$ cat src/fps_defs.vh
// fps_defs.vh: constants for the flash program/erase sequencer
// assumes inclusion by bare name from the design files
`ifndef FPS_DEFS_VH
`define FPS_DEFS_VH
// ----------------------------------------
// register offsets (plain register port)
// ----------------------------------------
`define FPS_OFS_CONTROL 4'h0
`define FPS_OFS_PROTECT 4'h1
`define FPS_OFS_STATUS 4'h2
`define FPS_OFS_DATA 4'h3
`define FPS_OFS_ADDR_LO 4'h4
`define FPS_OFS_ADDR_HI 4'h5
`define FPS_OFS_ARRAY_WR 4'h6
// ----------------------------------------
// control register fields
// ----------------------------------------
`define FPS_BIT_WRITE_OP 0
`define FPS_BIT_CLEAR_OP 1
`define FPS_BIT_WHOLE 2
`define FPS_BIT_HV_ON 3
`define FPS_CONTROL_RESET 8'h00
`define FPS_PROTECT_OPEN 8'hff
// ----------------------------------------
// memory layout
// ----------------------------------------
`define FPS_ARRAY_START 16'he000
`define FPS_PROTECT_ADDR 16'hff7e
`define FPS_PAGE_MASK 16'hffc0
`define FPS_ROW_MASK 16'hffe0
`define FPS_ERASED_BYTE 8'hff
// ----------------------------------------
// timing, ns and cycles at 4 ns clock
// ----------------------------------------
`define FPS_CLK_NS 4
`define FPS_SETUP_NS 10000
`define FPS_SETUP_CYC ((`FPS_SETUP_NS + `FPS_CLK_NS - 1) / `FPS_CLK_NS)
`endif

$ cat src/fps_sequencer.v
// fps_sequencer.v: flash program/erase control and array interlocks
// assumes software runs from non-flash memory and keeps step delays
`timescale 1ns/1ps
`default_nettype none
`include "fps_defs.vh"
module fps_sequencer
(
    input wire mclk,
    input wire nrst,
    input wire clk_en,
    input wire [3:0] reg_addr,
    input wire [7:0] reg_wdata,
    input wire reg_wr,
    input wire reg_rd,
    output reg [7:0] reg_rdata,
    input wire test_high_voltage,
    input wire wait_entry,
    input wire stop_entry,
    input wire monitor_secure_fail,
    input wire [7:0] protect_boundary_bits,
    output reg array_latch,
    output reg [15:0] array_addr,
    output reg [7:0] array_data,
    output reg array_program,
    output reg array_page_clear,
    output reg array_whole_clear,
    output reg array_high_voltage,
    output wire array_standby,
    output wire [7:0] read_data_out
);
    // ----------------------------------------
    // state and registers
    // ----------------------------------------
    // one-hot sequence states
    localparam [3:0] st_idle = 4'b0001;
    localparam [3:0] st_armed = 4'b0010;
    localparam [3:0] st_latched = 4'b0100;
    localparam [3:0] st_active = 4'b1000;
    // setup count kept as a 32-bit constant and cut to the counter width on purpose
    localparam [31:0] setup_load = `FPS_SETUP_CYC;
    reg [3:0] state;
    reg [3:0] next_state;
    reg write_op_select;
    reg clear_op_select;
    reg whole_array_select;
    reg high_voltage_on;
    reg protect_read;
    reg [15:0] staged_addr;
    reg [7:0] staged_data;
    reg [15:0] target_addr;
    reg [13:0] setup_cnt;
    reg refused;
    wire test_hv_s;
    wire wait_s;
    wire stop_s;
    wire secure_fail_s;
    wire hit;
    wire low_power;
    wire ctrl_wr;
    wire arr_wr;
    wire want_hv;
    wire sel_ok;
    wire hv_ok;
    wire [7:0] wd_ctrl;
    wire [15:0] wr_target;
    // ----------------------------------------
    // pin synchronisers
    // ----------------------------------------
    // two-cycle lag on every pin; a test voltage must stand before the voltage write
    fps_sync u_sync_tv (.mclk(mclk), .nrst(nrst), .clk_en(clk_en), .din(test_high_voltage), .dout(test_hv_s));
    fps_sync u_sync_wt (.mclk(mclk), .nrst(nrst), .clk_en(clk_en), .din(wait_entry), .dout(wait_s));
    fps_sync u_sync_sp (.mclk(mclk), .nrst(nrst), .clk_en(clk_en), .din(stop_entry), .dout(stop_s));
    fps_sync u_sync_sf (.mclk(mclk), .nrst(nrst), .clk_en(clk_en), .din(monitor_secure_fail),
        .dout(secure_fail_s));
    // ----------------------------------------
    // protection check on the latched target
    // ----------------------------------------
    fps_guard u_guard
    (
        .protect_boundary_bits(protect_boundary_bits),
        .addr(target_addr),
        .whole(clear_op_select && whole_array_select),
        .test_high_voltage(test_hv_s),
        .protected_hit(hit)
    );
    // ----------------------------------------
    // decode
    // ----------------------------------------
    // wait and stop share one abort path
    assign low_power = wait_s || stop_s;
    // register strobes only count on enabled edges
    assign ctrl_wr = clk_en && reg_wr && reg_addr == `FPS_OFS_CONTROL;
    assign arr_wr = clk_en && reg_wr && reg_addr == `FPS_OFS_ARRAY_WR;
    assign wd_ctrl = reg_wdata;
    assign wr_target = staged_addr;
    // only the voltage bit of the written byte asks for high voltage
    assign want_hv = wd_ctrl[`FPS_BIT_HV_ON];
    // a select may rise only while the other is low; otherwise the pair is kept whole
    assign sel_ok = !(wd_ctrl[`FPS_BIT_WRITE_OP] && wd_ctrl[`FPS_BIT_CLEAR_OP]) &&
        !(wd_ctrl[`FPS_BIT_WRITE_OP] && clear_op_select) &&
        !(wd_ctrl[`FPS_BIT_CLEAR_OP] && write_op_select);
    // voltage needs a select, protect read, latched target, setup elapsed, no hit
    assign hv_ok = (write_op_select || clear_op_select) && protect_read &&
        state == st_latched && setup_cnt == 14'h0000 && !hit;
    // standby whenever no operation is selected and the voltage bit is low
    assign array_standby = !(write_op_select || clear_op_select || high_voltage_on);
    // standby returns the erased ones; outside standby the output is driven to zero
    assign read_data_out = array_standby ? `FPS_ERASED_BYTE : 8'h00;
    // ----------------------------------------
    // sequence state
    // ----------------------------------------
    always @*
    begin
        next_state = state;
        case (state)
            st_idle:
                if (write_op_select || clear_op_select)
                    next_state = st_armed;
            st_armed:
                if (arr_wr && protect_read)
                    next_state = st_latched;
            st_latched:
                if (high_voltage_on)
                    next_state = st_active;
            st_active:
                if (!high_voltage_on)
                    next_state = st_idle;
            default:
                next_state = st_idle;
        endcase
        if (!(write_op_select || clear_op_select || high_voltage_on))
            next_state = st_idle;
    end
    // control bits, targets and counters
    always @(posedge mclk or negedge nrst)
    begin
        if (!nrst)
        begin
            state <= st_idle;
            write_op_select <= 1'b0;
            clear_op_select <= 1'b0;
            whole_array_select <= 1'b0;
            high_voltage_on <= 1'b0;
            protect_read <= 1'b0;
            target_addr <= 16'h0000;
            setup_cnt <= 14'h0000;
            refused <= 1'b0;
        end
        else if (clk_en)
        begin
            if (low_power && !array_standby)
            begin
                // abort: every select and the voltage drop together
                // low power wins over a register write in the same cycle
                state <= st_idle;
                write_op_select <= 1'b0;
                clear_op_select <= 1'b0;
                whole_array_select <= 1'b0;
                high_voltage_on <= 1'b0;
                protect_read <= 1'b0;
            end
            else
            begin
                state <= next_state;
                if (ctrl_wr)
                begin
                    // a refused pair leaves both selects as they were
                    if (sel_ok)
                    begin
                        write_op_select <= wd_ctrl[`FPS_BIT_WRITE_OP];
                        clear_op_select <= wd_ctrl[`FPS_BIT_CLEAR_OP];
                    end
                    whole_array_select <= wd_ctrl[`FPS_BIT_WHOLE];
                    // refused voltage leaves the bit low
                    high_voltage_on <= want_hv && (high_voltage_on || hv_ok);
                    refused <= want_hv && !high_voltage_on && !hv_ok;
                    if (!wd_ctrl[`FPS_BIT_WRITE_OP] && !wd_ctrl[`FPS_BIT_CLEAR_OP])
                        protect_read <= 1'b0;
                end
                if (clk_en && reg_rd && reg_addr == `FPS_OFS_PROTECT && (write_op_select || clear_op_select))
                    protect_read <= 1'b1;
                if (arr_wr && state == st_armed && protect_read)
                begin
                    // secured monitor erase aims at the protect byte
                    target_addr <= (secure_fail_s && whole_array_select) ? `FPS_PROTECT_ADDR : wr_target;
                    setup_cnt <= setup_load[13:0];
                end
                // counter runs down once per enabled edge and parks at zero
                else if (setup_cnt != 14'h0000)
                    setup_cnt <= setup_cnt - 14'h0001;
            end
        end
    end
    // ----------------------------------------
    // staged target and byte
    // ----------------------------------------
    // software stages address and data first; the array write commits them later
    always @(posedge mclk or negedge nrst)
    begin
        if (!nrst)
        begin
            staged_addr <= 16'h0000;
            staged_data <= 8'h00;
        end
        else if (clk_en && reg_wr)
        begin
            case (reg_addr)
                `FPS_OFS_ADDR_LO: staged_addr[7:0] <= reg_wdata;
                `FPS_OFS_ADDR_HI: staged_addr[15:8] <= reg_wdata;
                `FPS_OFS_DATA: staged_data <= reg_wdata;
                default: staged_data <= staged_data;
            endcase
        end
    end
    // ----------------------------------------
    // array strobes
    // ----------------------------------------
    always @(posedge mclk or negedge nrst)
    begin
        if (!nrst)
        begin
            array_latch <= 1'b0;
            array_addr <= 16'h0000;
            array_data <= 8'h00;
            array_program <= 1'b0;
            array_page_clear <= 1'b0;
            array_whole_clear <= 1'b0;
            array_high_voltage <= 1'b0;
        end
        else if (clk_en)
        begin
            // row programming latches byte and address while selected
            // only under voltage, so the row-select write never counts as a data byte
            array_latch <= arr_wr && write_op_select && high_voltage_on && !low_power && !hit &&
                (wr_target & `FPS_ROW_MASK) == (target_addr & `FPS_ROW_MASK);
            if (arr_wr && write_op_select)
            begin
                array_addr <= wr_target;
                array_data <= staged_data;
            end
            else if (state == st_latched && clear_op_select)
                array_addr <= target_addr & `FPS_PAGE_MASK;
            // strobes fall on the first edge that sees low power, the same edge as the abort
            array_program <= write_op_select && high_voltage_on && !low_power;
            array_page_clear <= clear_op_select && !whole_array_select && high_voltage_on && !low_power;
            array_whole_clear <= clear_op_select && whole_array_select && high_voltage_on && !low_power;
            array_high_voltage <= high_voltage_on && !low_power;
        end
    end
    // ----------------------------------------
    // register read port, data one cycle later
    // ----------------------------------------
    always @(posedge mclk or negedge nrst)
    begin
        if (!nrst)
            reg_rdata <= 8'h00;
        else if (clk_en)
        begin
            reg_rdata <= 8'h00;
            if (reg_rd)
            begin
                case (reg_addr)
                    `FPS_OFS_CONTROL: reg_rdata <= {4'h0, high_voltage_on, whole_array_select,
                        clear_op_select, write_op_select};
                    `FPS_OFS_PROTECT: reg_rdata <= protect_boundary_bits;
                    // status exposes the one-hot state for bring-up
                    `FPS_OFS_STATUS: reg_rdata <= {2'b00, refused, hit, state};
                    `FPS_OFS_DATA: reg_rdata <= staged_data;
                    `FPS_OFS_ADDR_LO: reg_rdata <= staged_addr[7:0];
                    `FPS_OFS_ADDR_HI: reg_rdata <= staged_addr[15:8];
                    default: reg_rdata <= 8'h00;
                endcase
            end
        end
    end
endmodule
`default_nettype wire

$ cat src/fps_sync.v
// fps_sync.v: two-flop synchroniser for one level
// assumes asynchronous input and a single mclk domain
`timescale 1ns/1ps
`default_nettype none
module fps_sync
(
    input wire mclk,
    input wire nrst,
    input wire clk_en,
    input wire din,
    output reg dout
);
    reg meta;
    // first flop read only by the second
    always @(posedge mclk or negedge nrst)
    begin
        if (!nrst)
        begin
            meta <= 1'b0;
            dout <= 1'b0;
        end
        else if (clk_en)
        begin
            meta <= din;
            dout <= meta;
        end
    end
endmodule
`default_nettype wire

$ cat src/fps_guard.v
// fps_guard.v: protect-range check for one target address
// assumes protect byte and address stable in the same cycle
`timescale 1ns/1ps
`default_nettype none
`include "fps_defs.vh"
module fps_guard
(
    input wire [7:0] protect_boundary_bits,
    input wire [15:0] addr,
    input wire whole,
    input wire test_high_voltage,
    output wire protected_hit
);
    wire [15:0] start;
    wire locked;
    // boundary bits are address [13:6], top two ones, low six zeros
    assign start = {2'b11, protect_boundary_bits, 6'b000000};
    // all ones leaves the array open; any other value locks the register too
    assign locked = (protect_boundary_bits != `FPS_PROTECT_OPEN);
    // zero protects everything because start falls below the array
    assign protected_hit = locked && !test_high_voltage &&
        (whole || addr >= start || addr == `FPS_PROTECT_ADDR);
endmodule
`default_nettype wire

$ cat config.mk
export PLATFORM = sky130hd
export DESIGN_NAME = fps_sequencer
export DESIGN_NICKNAME = d
export VERILOG_FILES = /design/src/fps_sequencer.v /design/src/fps_sync.v /design/src/fps_guard.v
export VERILOG_INCLUDE_DIRS = /design/src
export SDC_FILE = /design/constraint.sdc
export NUM_CORES = 1
export LEC_CHECK = 0
export BUFFER_PORTS_ARGS = -buffer_cell sky130_fd_sc_hd__buf_2
export CORE_MARGIN = 2
export CORE_UTILIZATION = 50
export CTS_CLUSTER_SIZE = 30
export DETAILED_ROUTE_END_ITERATION = 7
export GPL_ROUTABILITY_DRIVEN = 0
export GPL_TIMING_DRIVEN = 0
export PLACE_DENSITY = 0.75
export SYNTH_ARGS = -nofsm -noshare
export SYNTH_HDL_FRONTEND = slang
export SYNTH_HIERARCHICAL = 1
export SYNTH_SLANG_ARGS = --single-unit
$ cat constraint.sdc
create_clock -name mclk -period 1.9 [get_ports mclk]
set_input_delay 0.38 -clock mclk [delete_from_list [all_inputs] [get_ports mclk]]
set_output_delay 0.38 -clock mclk [all_outputs]
set_load 0.03 [all_outputs]
==> impl_metrics.env, run 1 <==
export IMPL_final_cell_mix="dfrtp_1, buf_2, mux2_2"
export IMPL_io_pins=75
export IMPL_placed_cell_area_sq_um=6300
export IMPL_start_util=0.518
export IMPL_drt_initial_drc_count=433
export IMPL_ys_warn_count=6
export IMPL_async_flop_share=1.00
export IMPL_power_uw=8110
export IMPL_r2r_start="setup_cnt[0]"
export IMPL_hold_viol_final=0
export IMPL_dr_pass1_iters=5
export IMPL_grt_pass1_wl_mm=24.7
export IMPL_synth_edf_count=0
export IMPL_fillers=799
export IMPL_fin_crit_ns=2.06
export IMPL_coreArea_sq_um=11000
export IMPL_grtUsageMet3=0.0426
export IMPL_clk_pin_slew_ns=0.07
export IMPL_synth_top_area_share=0.475
export IMPL_yosysTopAreaCell="dfrtp_1"
export IMPL_ir_drop_mv=0.969
export IMPL_cts_root_buf="clkbuf_16"
export IMPL_wl_per_cell_um=20.4
export IMPL_grt_overflow=0
export IMPL_fin_ws_ns=-0.163
export IMPL_yosys_register_bits=109
export IMPL_cpPeakStageDelay_ns=0.46
export IMPL_drc_errors=0
export IMPL_met2_usage=0.420
export IMPL_fp_row_count=38
export IMPL_grt_max_degree=66
export IMPL_slowest_stage="or4_1"
export IMPL_vias_per_cell=6.20
export IMPL_start_kind="register"
export IMPL_dieArea_sq_um=12300
export IMPL_grt_antenna_before_repair=0
export IMPL_ant_nets=0
export IMPL_design_area_sq_um=7350
export IMPL_reg2reg_to="setup_cnt[11]"
export IMPL_synthFlopType="dfrtp_1"
export IMPL_cts_buffer_depth=2
export IMPL_worst_setup_path_end_kind="register"
export IMPL_power_density_nw_per_um2=1100
export IMPL_startpoint="setup_cnt[0]"
export IMPL_r2r_slack_ns=-0.16
export IMPL_crit_arrival_ns=2.35
export IMPL_final_common_cell="dfrtp_1"
export IMPL_numCtsBuffers=9
export IMPL_rsz0062_at_grt="yes"
export IMPL_nNetsFinal=678
export IMPL_cts_hold_buf=0
export IMPL_tightest_slew_ns=0.662
export IMPL_syn_avg_cell_area_sq_um=10.9
export IMPL_maxSlewHeadroom=0.559
export IMPL_dpl_hpwl_mm=10.5
export IMPL_numClockSinks=109
export IMPL_power_leakage_uw=0.00337
export IMPL_syn_area_sq_um=5690
export IMPL_synthTopCellsByArea="dfrtp_1, mux2_2, o21ai_0"
export IMPL_vias=4869
export IMPL_crit_top_cell="buf_4"
export IMPL_cts_tree="done"
export IMPL_crit_fanout=5
export IMPL_clock_latency_ns=0.35
export IMPL_outcome="complete, but fails checks"
export IMPL_hold_ws_ns=0.0366
export IMPL_htreeDepth=3
export IMPL_syn_inst=521
export IMPL_drive_gt1_frac=0.428
export IMPL_die_h_um=111
export IMPL_reg2reg_depth=6
export IMPL_max_cap_violations=0
export IMPL_met1_usage=0.332
export IMPL_fin_skew_ns=0.00789
export IMPL_violations="setup timing"
export IMPL_multiInputGateArea_sq_um=3020
export IMPL_register_area_sq_um=2740
export IMPL_report_final_setup_viol=17
export IMPL_drt_wl_total_mm=16.0
export IMPL_min_period_over_period=1.09
export IMPL_io_buffers=73
export IMPL_grt_pass1_vias=4747
export IMPL_seq_area_frac_synth=0.480
export IMPL_synth_nets=559
export IMPL_drv_slew=0
export IMPL_fp_dieW_um=111
export IMPL_track_usage=0.252
export IMPL_worstSetupEndpoint="setup_cnt[11]"
export IMPL_area_delta_synth_final_pct=29.1
export IMPL_crit_type="reg2reg"
export IMPL_min_path_type="in2async"
export IMPL_fmax_mhz=485
export IMPL_yosysUniqueCellTypes=68
export IMPL_diodes=0
export IMPL_required_ns=2.18
export IMPL_globalRoute_busiestLayer="met2"
export IMPL_path_cells="buf_4 -> nor4_2 -> nand4_1 -> buf_4 -> or4_1 -> nand3_1"
## through the flow
stage                     setup TNS, ns  setup slack [ns]  std cells   util
after floorplan                       0           0.00688        521      -
after global placement          -100.06            -0.751        734  0.571
after detailed placement         -22.09            -0.560        735  0.574
after CTS                        -0.216           -0.0445        768  0.640
after global routing              -1.96            -0.175        785  0.669
final                            -0.869            -0.163        785  0.669
## per-layer routing
layer	vias up	share of wire
met5	-	0
met4	0	0.026
met3	38	0.075
met2	260	0.50
met1	2403	0.40
li1	2168	-
## cell type report
type                            instances  area share
Sequential cell                       109       0.372
Timing Repair Buffer                  111       0.102
Clock inverter                          5      0.0112
Multi-Input combinational cell        352       0.411
Clock buffer                           11      0.0344
Tap cell                              140      0.0238
Inverter                               26      0.0133
Buffer                                 31      0.0318
## timing repair
item / 4_1_cts / 5_1_grt
setup buffers: 19 / 17
setup endpoints to repair: 65 / 53
resized for setup: 44 / 55
pin swaps: 11 / 21
cloned: 2 / 0
## worst min path at each step
stage	to	slack (ns)	cells after the start
after global placement	reg_rdata[0]	0.47	1
after floorplan	array_addr[0]	0.08	0
after detailed placement	state[1]	0.43	1
final	state[1]	0.04	1
after CTS	state[1]	0.06	1
after global routing	state[1]	0.08	1
## sequential cells by signal, summed over array words and instances (netlist names), 4 cells and up
register,flops
array_addr,16
staged_addr,16
target_addr,16
setup_cnt,14
array_data,8
reg_rdata,8
staged_data,8
state,4
## critical path, delay by kind of cell, from the launching register on
kind	cells	cell delay, ns
and+or+nand+nor	4	1.24
buffers and inverters	2	0.38
DFF	1	0.38
## cells in the mapped netlist (3+ instances only)
cell,number
mux2i_1,4
nor4_1,9
nand4_1,8
ha_1,9
nor2b_1,8
nor3_1,7
o2bb2ai_1,10
nand3b_1,3
a22o_1,14
buf_2,5
or3_1,5
or4_1,9
nand2_1,33
buf_1,3
nand3_1,9
xnor2_1,7
nor4b_1,8
clkbuf_1,15
nand2b_1,3
a21oi_1,12
o31ai_1,6
nor2_1,23
o211ai_1,3
nand4b_1,3
a32o_1,3
dfrtp_1,108
inv_1,26
a222oi_1,3
mux2_2,64
o21ai_0,33
xor2_1,4
a22oi_1,8
buf_4,10
## logic make-up (layout without fill, tap and decap cells)
kind of cell / after synthesis / count (layout) / share of synthesized area
XOR/XNOR: 11 / 11 / 0.0169
buffers and inverters: 61 / 184 / 0.0506
multiplexers: 69 / 69 / 0.138
AND/OR/NAND/NOR: 151 / 152 / 0.155
AO/OA/AOI/OAI: 111 / 111 / 0.141
adder cells (fa/ha/maj): 9 / 9 / 0.0198
flip-flops: 109 / 109 / 0.480
## power by group
| group | switching [uW] | internal [uW] | leakage (uW) | total [uW] |
|---|---|---|---|---|
| logic | 1420 | 1380 | 0.00177 | 2810 |
| clock network | 867 | 1230 | 0.000166 | 2100 |
| registers | 536 | 2670 | 0.00144 | 3210 |
(Power assumes the default switching activity.)
==> inputs of run 2 (changes only) <==
--- a/config.mk
+++ b/config.mk
@@ -14,6 +14,7 @@
 export GPL_ROUTABILITY_DRIVEN = 0
 export GPL_TIMING_DRIVEN = 0
 export PLACE_DENSITY = 0.75
+export SETUP_SLACK_MARGIN = 0.1
 export SYNTH_ARGS = -nofsm -noshare
 export SYNTH_HDL_FRONTEND = slang
 export SYNTH_HIERARCHICAL = 1
==> run 2 against run 1 <==
Against the previous run:
- the flow still finishes with violations (setup timing)
- fmax increased by 4.0%
- design area is 3.2% higher
- die area stayed put
- largest cell class unchanged
- largest power group unchanged
- via count up 1.2%
- sequential share of layout area shrank 1.2 points
- final cell count rose by 2.0%
==> impl_metrics.env, run 2 (synthesis gave the netlist of run 1 again) <==
export IMPL_outcome="complete, but fails checks"
export IMPL_violations="setup timing"
export IMPL_worst_setup_path_end_kind="register"
export IMPL_hold_ws_ns=0.0264
export IMPL_min_path_type="in2async"
export IMPL_fin_ws_ns=-0.0834
export IMPL_crit_arrival_ns=2.23
export IMPL_r2r_start="setup_cnt[10]"
export IMPL_final_common_cell="dfrtp_1"
export IMPL_ant_nets=0
export IMPL_stdcell_count=801
export IMPL_coreArea_sq_um=11000
export IMPL_grt_antenna_before_repair=0
export IMPL_diodes=0
export IMPL_track_usage=0.269
export IMPL_reg2reg_depth=6
export IMPL_hold_viol_final=0
export IMPL_startpoint="setup_cnt[10]"
export IMPL_numClockSinks=109
export IMPL_start_util=0.518
export IMPL_dpl_hpwl_mm=10.6
export IMPL_dp_cells=735
export IMPL_place_ws_ns=-0.462
export IMPL_power_leakage_uw=0.00349
export IMPL_fin_setup_tns_ns=-0.462
export IMPL_maxSlewHeadroom=0.574
export IMPL_drv_slew=0
export IMPL_drc_errors=0
export IMPL_max_cap_violations=0
export IMPL_cts_buffer_depth=2
export IMPL_fin_skew_ns=0.00611
export IMPL_tightest_slew_ns=0.638
export IMPL_fin_crit_ns=1.98
export IMPL_clk_pin_slew_ns=0.07
export IMPL_clock_latency_ns=0.37
export IMPL_io_buffers=73
export IMPL_grt_overflow=0
export IMPL_die_h_um=111
export IMPL_numCtsBuffers=9
export IMPL_fmax_mhz=504
export IMPL_nNetsFinal=694
export IMPL_vias=4927
export IMPL_report_final_setup_viol=10
export IMPL_drt_wl_total_mm=16.4
export IMPL_top_regs="array_addr (16), staged_addr (16), target_addr (16)"
export IMPL_grt_max_degree=63
export IMPL_dieArea_sq_um=12300
export IMPL_required_ns=2.15
export IMPL_cts_hold_buf=0
export IMPL_cts_tree="done"
export IMPL_area_delta_synth_final_pct=33.2
export IMPL_r2r_slack_ns=-0.08
export IMPL_reg2reg_to="setup_cnt[2]"
export IMPL_crit_type="reg2reg"
export IMPL_fp_row_count=38
export IMPL_grt_pass1_vias=4913
export IMPL_drive_gt1_frac=0.446
export IMPL_vias_per_cell=6.15
export IMPL_fp_dieW_um=111
export IMPL_min_period_over_period=1.04
export IMPL_htreeDepth=3
export IMPL_dr_pass1_iters=5
export IMPL_drt_initial_drc_count=363
export IMPL_cts_root_buf="clkbuf_16"
export IMPL_wl_per_cell_um=20.5
export IMPL_start_kind="register"
export IMPL_crit_fanout=6
export IMPL_grt_pass1_wl_mm=26.1
export IMPL_rsz0062_at_grt="yes"
export IMPL_ir_drop_mv=1.38
export IMPL_io_pins=75
export IMPL_power_density_nw_per_um2=1100
export IMPL_final_cell_mix="dfrtp_1, buf_2, mux2_2"
[run 2: area by class of cell]
cell class                      instances  area (sq um)
Sequential cell                       109          2730
Clock buffer                            9           225
Timing Repair Buffer                  124           876
Tap cell                              140           175
Clock inverter                          7          92.6
Multi-Input combinational cell        352          3090
Buffer                                 34           293
Inverter                               26          97.6
Fill cell                             795          3400
[run 2: per-layer routing]
layer	part of all wire	vias to the layer above	track usage
met3	0.059	50	0.0662
met2	0.49	214	0.445
met4	0.031	0	0.0825
met5	0	-	0
met1	0.42	2448	0.351
li1	-	2215	-
[run 2: report_power, final]
group	internal, uW	switching [uW]
sequential	2670	513
clock	1060	944
combinational	1600	1550
total	5330	3000
[run 2: what timing repair did]
action / CTS / global route
pin swaps: 24 / 24
cloned: 3 / 0
buffers inserted: 37 / 11
gates resized for setup: 69 / 67
endpoints found under the setup margin: 69 / 77
[run 2: metrics by stage]
stage / instance area (sq um) / total power [uW] / utilization
5_1_grt: 7580 / 8740 / 0.690
6_report: 7580 / 8330 / 0.690
2_1_floorplan: 5760 / 4550 / -
3_3_place_gp: 6300 / 5070 / 0.574
4_1_cts: 7230 / 7850 / 0.659
3_5_place_dp: 6330 / 5170 / 0.576
[run 2: worst max-delay path, cell delays in order, from the launching register on]
cell and delay, ns:
dfrtp_1 0.39, or4_4 0.57, and4b_1 0.30, buf_6 0.14
buf_6 0.12, nor4_2 0.04, or3_1 0.31
[run 2: worst max-delay path by stage]
stage / to / slack, ns / cells past startpoint
final: setup_cnt[2] / -0.08 / 6
after global routing: refused / -0.17 / 6
after CTS: setup_cnt[2] / -0.03 / 6
after detailed placement: array_addr[14] / -0.46 / 7
after global placement: array_addr[12] / -0.76 / 1
after floorplan: setup_cnt[2] / 0.03 / 6
